`src/ssc_defs.vh`:
```
// register map, field positions, reset values and timing counts of the standby controller
`ifndef SSC_DEFS_VH
`define SSC_DEFS_VH
`define SSC_ADDR_W 4
`define SSC_OFS_STANDBY 4'h0
`define SSC_OFS_MSTOP_A 4'h1
`define SSC_OFS_MSTOP_B 4'h2
`define SSC_OFS_MSTOP_C 4'h3
`define SSC_OFS_OPC 4'h4
`define SSC_OFS_OSCWAIT 4'h5
`define SSC_OFS_SWRESET 4'h6
`define SSC_OFS_PROTECT 4'h7
`define SSC_OFS_WDTCFG 4'h8
`define SSC_OFS_STATUS 4'h9
`define SSC_OFS_OSCEN 4'ha
`define SSC_BIT_STANDBY_SELECT_BIT 15
`define SSC_BIT_PROTECT_LOWPOWER_ENABLE 1
`define SSC_PRC_MASK 8'h0b
`define SSC_PROTECT_KEY 8'ha5
`define SSC_SWRESET_KEY 16'ha501
`define SSC_MSTOP_A_RST 32'hffff_ffff
`define SSC_MSTOP_B_RST 32'hffff_ffff
`define SSC_MSTOP_C_RST 32'hffff_0000
`define SSC_OSCWAIT_RST 5'h04
`define SSC_OSCEN_RST 3'h1
`define SSC_BIT_DTC_STOP 28
`define SSC_WAIT_UNIT_TICKS 16'h0010
`define SSC_PRESCALE 4'h9
`endif

```
`src/ssc_osc_wait.v`:
```
// oscillator stabilisation wait counter run from a free running tick
`timescale 1ns/1ns
`default_nettype none
`include "ssc_defs.vh"
module ssc_osc_wait
(
  input wire clk_sys,
  input wire rst_n,
  input wire start,
  input wire tick,
  input wire [4:0] wait_units,
  output reg busy,
  output reg done
);
  reg [20:0] count;

  // load on start, count down on each tick, pulse done at terminal count
  always @(posedge clk_sys or negedge rst_n)
  begin
    if (!rst_n)
    begin
      count <= 21'h000000;
      busy <= 1'b0;
      done <= 1'b0;
    end
    else
    begin
      done <= 1'b0;
      if (start)
      begin
        count <= {16'h0000, wait_units} * {5'h00, `SSC_WAIT_UNIT_TICKS} + 21'h000001;
        busy <= 1'b1;
      end
      else if (busy && tick)
      begin
        if (count == 21'h000001)
        begin
          busy <= 1'b0;
          done <= 1'b1;
        end
        count <= count - 21'h000001;
      end
    end
  end
endmodule
`default_nettype wire

```
`src/ssc_standby_ctrl.v`:
```
// software standby controller: entry, wake, watchdog stop, module stop and write protect
//
// Chosen here: register access over Avalon-MM and the placing of the registers.
`timescale 1ns/1ns
`default_nettype none
`include "ssc_defs.vh"
module ssc_standby_ctrl
(
  input wire clk_sys,
  input wire rst_n,
  input wire [3:0] avs_address,
  input wire avs_read,
  input wire avs_write,
  input wire [31:0] avs_writedata,
  input wire [3:0] avs_byteenable,
  output reg [31:0] avs_readdata,
  output reg avs_waitrequest,
  input wire halt_exec,
  input wire write_pending,
  input wire nmi_pin,
  input wire [5:0] external_irq_lines,
  input wire watchdog_irq,
  input wire monitor_irq,
  input wire reset_pin_n,
  input wire power_on_reset,
  input wire monitor_reset,
  input wire watchdog_underflow,
  input wire watchdog_start_mode_option,
  input wire autostart_sleep_stop_option,
  output reg cpu_clock_en,
  output reg periph_clock_en,
  output reg [2:0] osc_enable,
  output reg set_interrupt_enable_flag,
  output reg wake_irq_start,
  output reg reset_hold,
  output reg watchdog_count_en,
  output reg in_standby,
  output reg [31:0] module_stop_a,
  output reg [31:0] module_stop_b,
  output reg [31:0] module_stop_c,
  output reg [2:0] operating_power_mode,
  output reg software_reset
);
  localparam ST_RUN = 3'd0;
  localparam ST_STANDBY = 3'd1;
  localparam ST_WAKE_IRQ = 3'd2;
  localparam ST_WAKE_PIN = 3'd3;
  localparam ST_RESET_HOLD = 3'd4;

  reg [2:0] state;
  reg [2:0] next_state;
  reg [15:0] standby_control_reg;
  reg [4:0] osc_wait_time_field;
  reg [7:0] write_protect_reg;
  reg regstart_sleep_stop_bit;
  reg [2:0] osc_run_set;
  reg [2:0] osc_saved;
  reg [3:0] prescale;
  reg tick;
  reg [2:0] sync_nmi;
  reg [2:0] sync_rst;
  reg [2:0] sync_por;
  reg [2:0] sync_mon;
  reg [17:0] sync_irq;
  reg nmi_s;
  reg rst_pin_low;
  reg por_s;
  reg mon_s;
  reg [5:0] irq_s;
  reg wait_start;
  wire wait_busy;
  wire wait_done;
  wire protect_open;
  wire be_all;
  wire wdt_stopped;
  wire irq_wake;
  wire hard_reset;
  wire bus_write;
  reg [31:0] next_readdata;

  // three stage filter: a change counts once stages two and three agree
  function filt;
    input [2:0] s;
    input old;
    begin
      filt = (s[1] == s[2]) ? s[2] : old;
    end
  endfunction

  ssc_osc_wait u_wait
  (
    .clk_sys(clk_sys),
    .rst_n(rst_n),
    .start(wait_start),
    .tick(tick),
    .wait_units(osc_wait_time_field),
    .busy(wait_busy),
    .done(wait_done)
  );

  assign protect_open = write_protect_reg[`SSC_BIT_PROTECT_LOWPOWER_ENABLE];
  assign be_all = (avs_byteenable == 4'hf);
  assign bus_write = avs_write && !avs_waitrequest;
  // stopped when the active start mode's stop setting is one
  assign wdt_stopped = watchdog_start_mode_option ? regstart_sleep_stop_bit
                                                  : autostart_sleep_stop_option;
  assign irq_wake = nmi_s || (|irq_s) || watchdog_irq || monitor_irq;
  assign hard_reset = por_s || mon_s || (watchdog_underflow && !(in_standby && wdt_stopped));

  // pin synchronisers and free running tick for the wait counter
  always @(posedge clk_sys or negedge rst_n)
  begin
    if (!rst_n)
    begin
      sync_nmi <= 3'h0;
      sync_rst <= 3'h7;
      sync_por <= 3'h0;
      sync_mon <= 3'h0;
      sync_irq <= 18'h00000;
      nmi_s <= 1'b0;
      rst_pin_low <= 1'b0;
      por_s <= 1'b0;
      mon_s <= 1'b0;
      irq_s <= 6'h00;
      prescale <= 4'h0;
      tick <= 1'b0;
    end
    else
    begin
      sync_nmi <= {sync_nmi[1:0], nmi_pin};
      sync_rst <= {sync_rst[1:0], reset_pin_n};
      sync_por <= {sync_por[1:0], power_on_reset};
      sync_mon <= {sync_mon[1:0], monitor_reset};
      sync_irq <= {sync_irq[11:0], external_irq_lines};
      nmi_s <= filt(sync_nmi, nmi_s);
      rst_pin_low <= !filt(sync_rst, !rst_pin_low);
      por_s <= filt(sync_por, por_s);
      mon_s <= filt(sync_mon, mon_s);
      irq_s <= (sync_irq[11:6] ~^ sync_irq[17:12]) & sync_irq[17:12]
               | ~(sync_irq[11:6] ~^ sync_irq[17:12]) & irq_s;
      tick <= (prescale == `SSC_PRESCALE);
      prescale <= (prescale == `SSC_PRESCALE) ? 4'h0 : prescale + 4'h1; // keeps running in standby
    end
  end

  // standby sequencer next state
  always @*
  begin
    next_state = state;
    case (state)
      ST_RUN:
        if (rst_pin_low)
          next_state = ST_WAKE_PIN;
        else if (hard_reset)
          next_state = ST_RESET_HOLD;
        else if (halt_exec && !write_pending && standby_control_reg[`SSC_BIT_STANDBY_SELECT_BIT])
          next_state = ST_STANDBY;
      ST_STANDBY:
        if (rst_pin_low)
          next_state = ST_WAKE_PIN;
        else if (hard_reset)
          next_state = ST_RESET_HOLD;
        else if (irq_wake)
          next_state = ST_WAKE_IRQ;
      ST_WAKE_IRQ:
        if (rst_pin_low)
          next_state = ST_WAKE_PIN;
        else if (hard_reset)
          next_state = ST_RESET_HOLD;
        else if (wait_done)
          next_state = ST_RUN;
      ST_WAKE_PIN:
        if (!rst_pin_low)
          next_state = ST_RESET_HOLD;
      ST_RESET_HOLD:
        if (rst_pin_low)
          next_state = ST_WAKE_PIN;
        else if (!hard_reset)
          next_state = ST_RUN;
      default:
        next_state = ST_RUN;
    endcase
  end

  // sequencer state and clock, watchdog and wake outputs
  always @(posedge clk_sys or negedge rst_n)
  begin
    if (!rst_n)
    begin
      state <= ST_RUN;
      osc_saved <= `SSC_OSCEN_RST;
      cpu_clock_en <= 1'b1;
      periph_clock_en <= 1'b1;
      osc_enable <= `SSC_OSCEN_RST;
      set_interrupt_enable_flag <= 1'b0;
      wake_irq_start <= 1'b0;
      reset_hold <= 1'b0;
      watchdog_count_en <= 1'b1;
      in_standby <= 1'b0;
      wait_start <= 1'b0;
    end
    else
    begin
      state <= next_state;
      set_interrupt_enable_flag <= 1'b0;
      wake_irq_start <= 1'b0;
      wait_start <= 1'b0;
      // halt sets the enable flag whatever mode follows
      if (state == ST_RUN && halt_exec && !write_pending)
        set_interrupt_enable_flag <= 1'b1;
      if (state == ST_RUN && next_state == ST_STANDBY)
      begin
        osc_saved <= osc_run_set; // remember running oscillators
        osc_enable <= 3'h0;
        cpu_clock_en <= 1'b0;
        periph_clock_en <= 1'b0;
        in_standby <= 1'b1;
        watchdog_count_en <= !wdt_stopped;
      end
      if (state == ST_STANDBY && next_state == ST_WAKE_IRQ)
      begin
        osc_enable <= osc_saved;
        wait_start <= 1'b1;
      end
      if (next_state == ST_WAKE_PIN || next_state == ST_RESET_HOLD)
      begin
        osc_enable <= in_standby ? osc_saved : osc_run_set;
        cpu_clock_en <= 1'b1;
        periph_clock_en <= 1'b1;
        in_standby <= 1'b0;
        watchdog_count_en <= 1'b1;
        reset_hold <= 1'b1;
      end
      if (state == ST_WAKE_IRQ && next_state == ST_RUN)
      begin
        cpu_clock_en <= 1'b1;
        periph_clock_en <= 1'b1;
        in_standby <= 1'b0;
        watchdog_count_en <= 1'b1;
        wake_irq_start <= 1'b1;
      end
      if (state == ST_RESET_HOLD && next_state == ST_RUN)
        reset_hold <= 1'b0;
    end
  end

  // register writes: protected group needs the low power protect bit
  always @(posedge clk_sys or negedge rst_n)
  begin
    if (!rst_n)
    begin
      standby_control_reg <= 16'h0000;
      module_stop_a <= `SSC_MSTOP_A_RST;
      module_stop_b <= `SSC_MSTOP_B_RST;
      module_stop_c <= `SSC_MSTOP_C_RST;
      operating_power_mode <= 3'h0;
      osc_wait_time_field <= `SSC_OSCWAIT_RST;
      write_protect_reg <= 8'h00;
      regstart_sleep_stop_bit <= 1'b0;
      osc_run_set <= `SSC_OSCEN_RST;
      software_reset <= 1'b0;
    end
    else
    begin
      software_reset <= 1'b0;
      if (bus_write && be_all && protect_open)
      begin
        case (avs_address)
          `SSC_OFS_STANDBY: standby_control_reg <= avs_writedata[15:0] & 16'h8000;
          `SSC_OFS_MSTOP_A: module_stop_a <= avs_writedata;
          `SSC_OFS_MSTOP_B: module_stop_b <= avs_writedata; // stopped modules keep interrupts idle
          `SSC_OFS_MSTOP_C: module_stop_c <= avs_writedata;
          `SSC_OFS_OPC: operating_power_mode <= avs_writedata[2:0];
          `SSC_OFS_OSCWAIT: osc_wait_time_field <= avs_writedata[4:0];
          `SSC_OFS_OSCEN: osc_run_set <= avs_writedata[2:0];
          `SSC_OFS_SWRESET: software_reset <= (avs_writedata[15:0] == `SSC_SWRESET_KEY);
          default: software_reset <= 1'b0;
        endcase
      end
      // key must accompany a sixteen bit write
      if (bus_write && avs_address == `SSC_OFS_PROTECT && avs_byteenable[1:0] == 2'h3
          && avs_writedata[15:8] == `SSC_PROTECT_KEY)
        write_protect_reg <= avs_writedata[7:0] & `SSC_PRC_MASK;
      if (bus_write && avs_address == `SSC_OFS_WDTCFG && avs_byteenable[0])
        regstart_sleep_stop_bit <= avs_writedata[0];
    end
  end

  // read mux, status word shows sequencer state
  always @*
  begin
    case (avs_address)
      `SSC_OFS_STANDBY: next_readdata = {16'h0000, standby_control_reg};
      `SSC_OFS_MSTOP_A: next_readdata = module_stop_a;
      `SSC_OFS_MSTOP_B: next_readdata = module_stop_b;
      `SSC_OFS_MSTOP_C: next_readdata = module_stop_c;
      `SSC_OFS_OPC: next_readdata = {29'h0, operating_power_mode};
      `SSC_OFS_OSCWAIT: next_readdata = {27'h0, osc_wait_time_field};
      `SSC_OFS_PROTECT: next_readdata = {24'h0, write_protect_reg};
      `SSC_OFS_WDTCFG: next_readdata = {31'h0, regstart_sleep_stop_bit};
      `SSC_OFS_STATUS: next_readdata = {24'h0, wait_busy, wdt_stopped, rst_pin_low, in_standby, 1'b0, state};
      `SSC_OFS_OSCEN: next_readdata = {29'h0, osc_run_set};
      default: next_readdata = 32'h0000_0000;
    endcase
  end

  // avalon slave: one wait cycle, answer at the second edge
  always @(posedge clk_sys or negedge rst_n)
  begin
    if (!rst_n)
    begin
      avs_waitrequest <= 1'b1;
      avs_readdata <= 32'h0000_0000;
    end
    else
    begin
      if ((avs_read || avs_write) && avs_waitrequest)
      begin
        avs_waitrequest <= 1'b0;
        avs_readdata <= next_readdata;
      end
      else
        avs_waitrequest <= 1'b1;
    end
  end
endmodule
`default_nettype wire

```
`config.mk`:
```
export PLATFORM = sky130hd
export DESIGN_NAME = ssc_standby_ctrl
export DESIGN_NICKNAME = d
export VERILOG_FILES = /design/src/ssc_osc_wait.v /design/src/ssc_standby_ctrl.v
export VERILOG_INCLUDE_DIRS = /design/src /design/src/src
export SDC_FILE = /design/constraint.sdc
export NUM_CORES = 1
export LEC_CHECK = 0
export BUFFER_PORTS_ARGS = -buffer_cell sky130_fd_sc_hd__buf_2
export CORE_MARGIN = 2
export CORE_UTILIZATION = 40
export DETAILED_ROUTE_END_ITERATION = 10
export PLACE_DENSITY = 0.6
export SLEW_MARGIN = 0
export SYNTH_ARGS = -nofsm -noshare
export SYNTH_HDL_FRONTEND = slang
export SYNTH_SLANG_ARGS = --single-unit
```
`constraint.sdc`:
```
create_clock -name clk_sys -period 3 [get_ports clk_sys]
set_input_delay 0.3 -clock clk_sys [delete_from_list [all_inputs] [get_ports clk_sys]]
set_output_delay 0.3 -clock clk_sys [all_outputs]
set_load 0.1 [all_outputs]
```
==> results of run 1 <==
placed cells by master (no fill, tap or decap), drive strengths merged, types with 6 or more instances in the layout:
cell type / Yosys / final
dfrtp: 140 / 140
or4: 6 / 6
a21oi: 8 / 8
a22oi: 26 / 26
mux2: 144 / 144
clkbuf: 34 / 39
dfstp: 90 / 90
nand2: 55 / 55
mux2i: 10 / 10
nor2: 34 / 34
xnor2: 17 / 17
inv: 9 / 9
o21ai: 42 / 42
a22o: 7 / 7
maj3: 9 / 9
dlygate4sd3: 0 / 11
nor3: 16 / 16
nor4: 11 / 11
or3: 9 / 9
buf: 7 / 220
routing by layer:
layer / vias to the layer above / share of wire [%] / GRT usage [%]
met4: 2 / 2.2 / 4.42
li1: 3159 / - / -
met1: 3442 / 45 / 28.8
met3: 34 / 6.5 / 4.78
met5: - / 0.050 / 0
met2: 195 / 46 / 31.2
path summary, 6_finish.rpt:
kind / startpoint / to / slack (ps) / cells past startpoint
worst max register to register: u_wait.count[3] / u_wait.busy / 670 / 4
worst min-delay path: halt_exec / set_interrupt_enable_flag / 50 / 2
max in group asynchronous: rst_n / module_stop_a[10] / 1820 / 3
min in group asynchronous: rst_n / u_wait.count[11] / 310 / 2
worst min register to register: sync_irq[3] / sync_irq[9] / 340 / 0
worst max-delay path: u_wait.count[3] / u_wait.busy / 670 / 4
synthesized netlist by cell type, drive strengths merged (3+ instances only):
| cell | number | area [sq um] |
|---|---|---|
| or2 | 4 | 25.0 |
| nand4 | 4 | 25.0 |
| nand2b | 4 | 25.0 |
| dfstp | 90 | 2360 |
| nor4bb | 3 | 30.0 |
| a22o | 7 | 61.3 |
| nor2b | 4 | 25.0 |
| nand3 | 3 | 15.0 |
| mux2 | 144 | 1620 |
| nor2 | 34 | 128 |
| a32oi | 3 | 26.3 |
| nand3b | 4 | 30.0 |
| o21ai | 42 | 210 |
| or4 | 6 | 60.1 |
| mux2i | 10 | 100 |
| a22oi | 26 | 195 |
| or3 | 9 | 56.3 |
| xnor2 | 17 | 149 |
| clkbuf | 34 | 128 |
| a21oi | 8 | 40.0 |
| nor4 | 11 | 87.6 |
| inv | 9 | 33.8 |
| or3b | 3 | 26.3 |
| o31ai | 4 | 30.0 |
| dfrtp | 140 | 3500 |
| buf | 7 | 38.8 |
| maj3 | 9 | 90.1 |
| a211oi | 3 | 22.5 |
| nand2 | 55 | 206 |
| nor3 | 16 | 80.1 |
power breakdown:
group          switching, mW  internal [mW]
Clock                   1.20           1.87
Sequential             0.179           3.29
Combinational          0.720          0.357
Total                   2.10           5.52
area by class of cell:
type | instances | share of cell area, %
Clock buffer | 39 | 5.79
Clock inverter | 6 | 0.859
Inverter | 9 | 0.276
Multi-Input combinational cell | 475 | 31.0
Sequential cell | 230 | 47.9
Tap cell | 324 | 3.31
Timing Repair Buffer | 231 | 10.8
worst register-to-register path, cell delays in order, from the launching register on:
cell and delay, ps:
dfrtp_1 400, or3_1 460, or4_4 620, or4_4 550
a21o_1 190
logic make-up after synthesis:
family                     Yosys count  synth area share [%]
DFF                                230                  59.7
and+or+nand+nor                    171                  9.21
adders and majority gates           11                  1.17
buffers and inverters               50                  2.04
AOI/OAI and AO/OA                  119                  8.27
muxes                              156                  18.0
xor gates and xnor gates            18                  1.60
==> results.md, run 1 <==
- Status: finished clean
- Crit path max fanout: 14
- Period utilization: 77.6%
- HPWL Detailed: 17.7 mm
- Total power: 7.63 mW
- Ratio of cells with drive above 1 in the final layout: 49.8%
- Reg area: 5870 sq um
- Die Y: 161 um
- Fin cells: 1314
- Worst setup margin: 671 ps
- Yosys Warn Count: 0
- Core area: 24200 sq um
- Power Dens Cells: 623 nW/um^2
- Pin count of the biggest net entering global routing: 78
- Area delta synth->final: 24.6%
- CTS root buffer: clkbuf_16
- Critical Path, Cell by Cell: or3_1, or4_4, or4_4, a21o_1
- H-tree depth: 1
- DRC violations left: 0
- Top_reg_cell synth: dfrtp_1
- CTS Buffer Depth: 3
- Post-route ant nets: 0
- Setup TNS Final: 0 ps
- Post_cts resized: 0
- Die area: 25800 sq um
- Worst hold path type: in -> reg
- CTS tree: yes
- Nets: 1035
- Avg Cell Area, Syn: 13.0 sq um
- Vias in the first global route: 6985
- Antenna violations before repair: 1
- Worst-Skew Late Latency: 510 ps
- Worst relative slew slack: 51.4%
- Hold slack: 49.6 ps
- Worst path max stage delay: 620 ps
- CP max stage cell: or4_4
- Final Cell Area: 12200 sq um
- # setup viols final: 0
- Worst endpoint required time: 3400 ps
- Arrival @ worst endpoint: 2730 ps
- Top-level port count: 204
- Slew @ Worst Pin: 709 ps
- CP Buf/Inv Count: 0
- Setup Skew: 6.14 ps
- # port buffers: 203
- Leak: 5.72 nW
- Via count: 6832
- Total wire length: 25.8 mm
- Grt total ovfl: 0
- Starting density of the core: 40.5%
- Max-cap violations: 0
- Place WS: 684 ps
- Post-synth EDFFs: 0
- Max IR drop VDD: 0.410 mV
- Delay-heaviest family, CP: simple AND/OR/NAND/NOR gates
- Total clock sinks: 230
- Placed instance count: 1258
- Wire per inst: 19.6 um
- Ant diodes: 0
- Hold Violations, Final: 0
- RSZ-0062 raised after global routing: false
- Post-DP Area: 11300 sq um
- Pre-antenna DRT Iters: 4
- Synth Register Bits: 230
- Fmax achieved: 429 MHz
- Die Span X: 161 um
- Cell Area, Synth: 9820 sq um
- Startpoint class of the critical path: flop
- Filler cells: 2203
- Worst Setup End Kind: flop
- Area of the multi-input gates: 3790 sq um
- Clk pin slew, worst setup/hold paths: 60 ps
- Post-CTS Setup Bufs: 0
- CTS Buf Count: 25
- Placement Rows: 57
- Placer Congestion: 0.802
- Gr usage total: 20.1%
- Hold_buf cts: 11
- Fin util: 50.5%
- Iter 0 DRT Violations: 367
- First-pass GRT wire length: 41.2 mm
- Mapped Cells: 755
- Vias per cell: 5.20
- Distinct cells, synth: 66
- Asr flop ratio synth: 100%
- Critical path type: reg -> reg
- Fin crit period: 2330 ps
- Mapped Nets: 818
- Crit path top cell by count: or4_4
- Max-slew violations: 0
- Seq/Total Area, Yosys: 59.7%
(Power assumes the default switching activity.)
==> inputs of run 2 (changes only) <==
Settings changed: PLACE_DENSITY 0.6 to 0.63.
Clock period 3 ns to 2.1 ns, I/O delays scaled along.
==> run 2 against run 1 <==
Net effect:
- critical path depth unchanged
- first-iteration DRC count up 18%
- the run now ends with setup timing left
- critical path type unchanged
- highest routed layer unchanged
- hold slack got worse by 12 ps
- sequential share of layout area fell by 2.8 points
==> results.md, run 2 (same netlist as run 1, synthesis figures left out) <==
- CTS Buffer Depth: 3 (unchanged)
- Power Dens Cells: 900 nW/um^2 (was 623 nW/um^2)
- Fin crit period: 2120 ps (was 2330 ps)
- Pin count of the biggest net entering global routing: 64 (was 78)
- Top-level port count: 204 (unchanged)
- Worst Hold Depth: 2 (unchanged)
- Die Span X: 161 um (unchanged)
- Die area: 25800 sq um (unchanged)
- Clk pin slew, worst setup/hold paths: 60 ps (about the same)
- First-pass GRT wire length: 42.7 mm (was 41.2 mm)
- # port buffers: 203 (unchanged)
- Grt total ovfl: 0 (unchanged)
- Flop pwr share: 42.0% (was 45.6%)
- Crit path max fanout: 5 (was 14)
- Worst path max stage delay: 540 ps (was 620 ps)
- Placement Rows: 57 (unchanged)
- Hold worst-path end: module_stop_a[2] (was set_interrupt_enable_flag)
- Total power: 11.7 mW (was 7.63 mW)
- Most common cell after layout, fill and taps aside: buf_2 (unchanged)
- # setup viols final: 1 (was 0)
- Max-slew violations: 0 (unchanged)
- Worst Setup End Kind: flop (unchanged)
- Total wire length: 26.9 mm (was 25.8 mm)
- Crit path top cell by count: or4_4 (unchanged)
- Nets: 1106 (was 1035)
- Worst r2r src: u_wait.count[7] (was u_wait.count[3])
- Via count: 7214 (was 6832)
- CP max stage cell: or4_4 (unchanged)
- Most frequent cells in the layout: buf_2, dfrtp_1, mux2_2 (unchanged)
- Wire per inst: 19.4 um (was 19.6 um)
- Status: complete, but fails checks (was finished clean)
- Setup TNS Final: -16.4 ps (was 0 ps)
- Vias per cell: 5.20 (about the same)
- Die Y: 161 um (unchanged)
- Antenna violations before repair: 3 (was 1)
- Max IR drop VDD: 0.570 mV (was 0.410 mV)
- Crit Reg-Reg Endpoint: u_wait.busy (unchanged)
- Clock Power Share: 40.3% (about the same)
- Critical Path, Cell by Cell: or3_4, or4_4, or4_4, a21o_1 (was or3_1, or4_4, or4_4, a21o_1)
- Worst setup margin: -16.4 ps (was 671 ps)
- Area of the multi-input gates: 3860 sq um (was 3790 sq um)
- Core area: 24200 sq um (unchanged)
- RSZ-0062 raised after global routing: true (was false)
- Total clock sinks: 230 (unchanged)
- Hold Violations, Final: 0 (unchanged)
- P_int: 8.42 mW (was 5.52 mW)
- Ratio of cells with drive above 1 in the final layout: 52.0% (was 49.8%)
- Worst hold path type: in -> reg (unchanged)
- Worst relative slew slack: 44.1% (was 51.4%)
- Area delta synth->final: 32.4% (was 24.6%)
- Arrival @ worst endpoint: 2520 ps (was 2730 ps)
- Leak: 6.10 nW (was 5.72 nW)
- Combinational fraction of design power: 17.7% (was 14.1%)
- Final Cell Area: 13000 sq um (was 12200 sq um)
- Hold slack: 37.6 ps (was 49.6 ps)
- Vias in the first global route: 7553 (was 6985)
- Setup Skew: 30.0 ps (was 6.14 ps)
- Worst endpoint required time: 2510 ps (was 3400 ps)
- Pre-antenna DRT Iters: 4 (unchanged)
- Critical path type: reg -> reg (unchanged)
- Filler cells: 2112 (was 2203)
- Placer Congestion: 0.827 (was 0.802)
- H-tree depth: 1 (unchanged)
- Starting density of the core: 40.5% (unchanged)
- CTS root buffer: clkbuf_16 (unchanged)
- Post-DP Area: 11600 sq um (was 11300 sq um)
- DRC violations left: 0 (unchanged)
- Slew @ Worst Pin: 838 ps (was 709 ps)
- Period utilization: 101% (was 77.6%)
- Violated checks: setup timing
- Hold_sp: avs_writedata[2] (was halt_exec)
- Net Switching: 3.28 mW (was 2.10 mW)
- Ant diodes: 0 (unchanged)
- CTS tree: yes (unchanged)
- Fmax achieved: 473 MHz (was 429 MHz)
- Gr usage total: 20.8% (was 20.1%)
- CTS Buf Count: 26 (was 25)
- Iter 0 DRT Violations: 432 (was 367)
- Reg2Reg Depth: 4 (unchanged)
- Reg2Reg Setup Slack: -20 ps (was 670 ps)
- Sw Share: 28.0% (was 27.6%)
- Max-cap violations: 0 (unchanged)
- HPWL Detailed: 18.1 mm (was 17.7 mm)
- Startpoint class of the critical path: flop (unchanged)
- Worst-Skew Late Latency: 540 ps (was 510 ps)
- Reg area: 5870 sq um (about the same)
- Post-route ant nets: 0 (unchanged)
run 2: timing repair:
action,4_1_cts,5_1_grt
hold buffers,42,0
setup endpoints to repair,4,17
gates cloned,0,0
pin swaps,2,2
endpoints found under the hold margin,149,0
setup buffers,2,1
gates resized for setup,0,13
run 2: cell type report:
type	instances	area share, %
Multi-Input combinational cell	475	29.6
Clock inverter	12	1.09
Tap cell	324	3.12
Timing Repair Buffer	301	14.9
Clock buffer	35	5.82
Inverter	9	0.260
Sequential cell	230	45.2
run 2: worst max-delay path: cells and delay by family, from the launching register on:
kind	cells	cell delay, ps
AND/OR/NAND/NOR	3	1470
flip-flops	1	370
AO/OA/AOI/OAI	1	170
run 2: worst max-delay path by stage:
stage                          start                to  slack (ps)  depth (start not counted)
finish               u_wait.count[7]       u_wait.busy         -20                          4
global placement    u_wait.count[15]       u_wait.busy         -50                          4
floorplan           u_wait.count[15]       u_wait.busy         -40                          4
CTS                  u_wait.count[3]       u_wait.busy          -7                          4
detailed placement  u_wait.count[15]       u_wait.busy         -80                          4
global route         u_wait.count[7]  u_wait.count[17]         -70                          5
run 2: power groups by stage:
stage | Sequential (mW) | Clock [mW] | Combinational, mW
2_1_floorplan | 5.25 | 0 | 0.867
3_3_place_gp | 4.98 | 0 | 1.86
3_5_place_dp | 4.98 | 0 | 1.88
4_1_cts | 4.91 | 4.84 | 1.97
5_1_grt | 4.95 | 5.00 | 2.25
6_report | 4.92 | 4.72 | 2.07
run 2: metrics by stage:
stage,utilization (%),setup slack (ps),cells
3_5_place_dp,47.8,-77.8,1294
5_1_grt,53.7,-68.8,1386
3_3_place_gp,47.8,-52.2,1294
4_1_cts,53.3,-7.45,1385
6_report,53.7,-16.4,1386
2_1_floorplan,-,-36.9,755
run 2: routing by layer:
metal,vias to the layer above,GRT usage [%],wire (um)
met5,-,0,30
met4,4,6.49,694
met3,48,4.26,1620
met2,205,34.2,12900
met1,3630,27.9,11700
li1,3327,-,-
==> inputs of run 3 (changes only) <==
Settings changed: HOLD_SLACK_MARGIN set to 0.06.
==> run 3 against run 2 <==
Net effect:
- the flow still finishes with violations (setup timing)
- clock power about the same
- non-clock buffer count up 3
- critical path type unchanged
- highest routed layer unchanged
- cell count grew 0.22%
- largest power group unchanged
- largest cell class unchanged
- critical path depth unchanged
- utilization is 0.12 points higher
==> results.md, run 3 (same netlist as run 1, synthesis figures left out) <==
- DRC violations left: 0 (unchanged)
- Worst setup margin: -17.1 ps (was -16.4 ps)
- Total power: 11.7 mW (about the same)
- Slew @ Worst Pin: 806 ps (was 838 ps)
- Vias in the first global route: 7564 (was 7553)
- Ratio of cells with drive above 1 in the final layout: 51.8% (was 52.0%)
- Most frequent cells in the layout: buf_2, dfrtp_1, mux2_2 (unchanged)
- Post-DP Area: 11600 sq um (unchanged)
- H-tree depth: 1 (unchanged)
- Post-route ant nets: 0 (unchanged)
- CTS Buf Count: 26 (unchanged)
- Pin count of the biggest net entering global routing: 64 (unchanged)
- Violated checks: setup timing (unchanged)
- Hold slack: 98.2 ps (was 37.6 ps)
- CTS root buffer: clkbuf_16 (unchanged)
- Nets: 1109 (was 1106)
- # setup viols final: 1 (unchanged)
- Iter 0 DRT Violations: 474 (was 432)
- Max-cap violations: 0 (unchanged)
- CTS tree: yes (unchanged)
- Fin util: 53.8% (was 53.7%)
- Worst endpoint required time: 2510 ps (about the same)
- Setup Skew: 29.0 ps (was 30.0 ps)
- Via count: 7191 (was 7214)
- Flop pwr share: 42.0% (about the same)
- Placed instance count: 1294 (unchanged)
- Top-level port count: 204 (unchanged)
- Fin cells: 1389 (was 1386)
- Fin crit period: 2120 ps (about the same)
- Die area: 25800 sq um (unchanged)
- Clk pin slew, worst setup/hold paths: 60 ps (about the same)
- # port buffers: 203 (unchanged)
- Total wire length: 27.0 mm (was 26.9 mm)
- Placement Rows: 57 (unchanged)
- Sw Share: 28.0% (about the same)
- Worst relative slew slack: 46.3% (was 44.1%)
- Ant diodes: 0 (unchanged)
- Worst-Skew Late Latency: 540 ps (about the same)
- Gr usage total: 20.8% (about the same)
- Worst hold path type: in -> reg (unchanged)
- Period utilization: 101% (about the same)
- Leak: 6.11 nW (was 6.10 nW)
- Die Span X: 161 um (unchanged)
- Die Y: 161 um (unchanged)
- Placer Congestion: 0.827 (unchanged)
- Startpoint class of the critical path: flop (unchanged)
- Max-slew violations: 0 (unchanged)
- Clock Power Share: 40.3% (about the same)
- Area delta synth->final: 32.7% (was 32.4%)
- Worst Setup End Kind: flop (unchanged)
- First-pass GRT wire length: 42.8 mm (was 42.7 mm)
- Fmax achieved: 472 MHz (was 473 MHz)
- Vias per cell: 5.18 (was 5.20)
- Arrival @ worst endpoint: 2530 ps (was 2520 ps)
- Net Switching: 3.28 mW (about the same)
- Starting density of the core: 40.5% (unchanged)
- Grt total ovfl: 0 (unchanged)
- P_int: 8.43 mW (was 8.42 mW)
- Total clock sinks: 230 (unchanged)
- HPWL Detailed: 18.1 mm (unchanged)
- Hold Violations, Final: 0 (unchanged)
- Critical path type: reg -> reg (unchanged)
- Max IR drop VDD: 0.570 mV (about the same)
- Combinational fraction of design power: 17.7% (about the same)
- RSZ-0062 raised after global routing: true (unchanged)
- Power Dens Cells: 898 nW/um^2 (was 900 nW/um^2)
- Reg2Reg Setup Slack: -20 ps (about the same)
- Wire per inst: 19.4 um (about the same)
- Antenna violations before repair: 3 (unchanged)
- Most common cell after layout, fill and taps aside: buf_2 (unchanged)
- Final Cell Area: 13000 sq um (about the same)
- Crit path max fanout: 5 (unchanged)
- Status: complete, but fails checks (unchanged)
- Pre-antenna DRT Iters: 4 (unchanged)
- Core area: 24200 sq um (unchanged)
- CTS Buffer Depth: 3 (unchanged)
## run 3: cell count changes in the layout (fill, tap and decap cells not counted)
| cell | before | now |
|---|---|---|
| dlygate4sd3_1 | 42 | 45 |
## run 3: through the flow
stage	setup WS [ps]	TNS, ps
6_report	-17.1	-17.1
5_1_grt	-68.8	-431
4_1_cts	-7.45	-7.45
3_5_place_dp	-77.8	-88.1
3_3_place_gp	-52.2	-52.2
2_1_floorplan	-36.9	-36.9
## run 3: final cells by class
cell class / instances / area (sq um)
fill: 2109 / 11200
sequential: 230 / 5870
multi-input combinational: 475 / 3860
timing repair buffer: 304 / 1970
clock buffer: 35 / 757
tap: 324 / 405
clock inverter: 12 / 141
inverter: 9 / 33.8
## run 3: worst max-delay path, stage by stage (launching register included)
cell and delay [ps]:
dfrtp_1 370, or3_4 390, or4_4 540, or4_4 540, a21o_1 170
## run 3: power groups by stage
stage / Clock, mW / Combinational, mW / Sequential (mW)
after detailed placement: 0 / 1.88 / 4.98
after global routing: 5.00 / 2.25 / 4.95
final: 4.72 / 2.07 / 4.92
after global placement: 0 / 1.86 / 4.98
after CTS: 4.84 / 1.97 / 4.91
after floorplan: 0 / 0.867 / 5.25
## run 3: timing repair
action,in CTS,in global routing
setup buffers,2,1
gates resized for setup,0,13
gates cloned,0,0
hold buffers,45,0
setup endpoints to repair,4,17
endpoints found under the hold margin,195,0
pin swaps,2,2
## run 3: routing by layer
metal / share of wire, % / GRT usage (%) / vias to the layer above
li1: - / - / 3333
met1: 44 / 27.9 / 3597
met2: 48 / 34.2 / 204
met3: 5.7 / 4.26 / 53
met4: 2.7 / 6.49 / 4
met5: 0.11 / 0 / -
## run 3: worst paths after layout
check,endpoint,start,cells past startpoint
worst min register to register,sync_irq[8],sync_irq[2],0
worst max register to register,u_wait.busy,u_wait.count[7],4
min in group asynchronous,sync_irq[2],rst_n,2
worst min-delay path,regstart_sleep_stop_bit,avs_byteenable[0],3
worst max-delay path,u_wait.busy,u_wait.count[7],4
max in group asynchronous,module_stop_a[9],rst_n,3
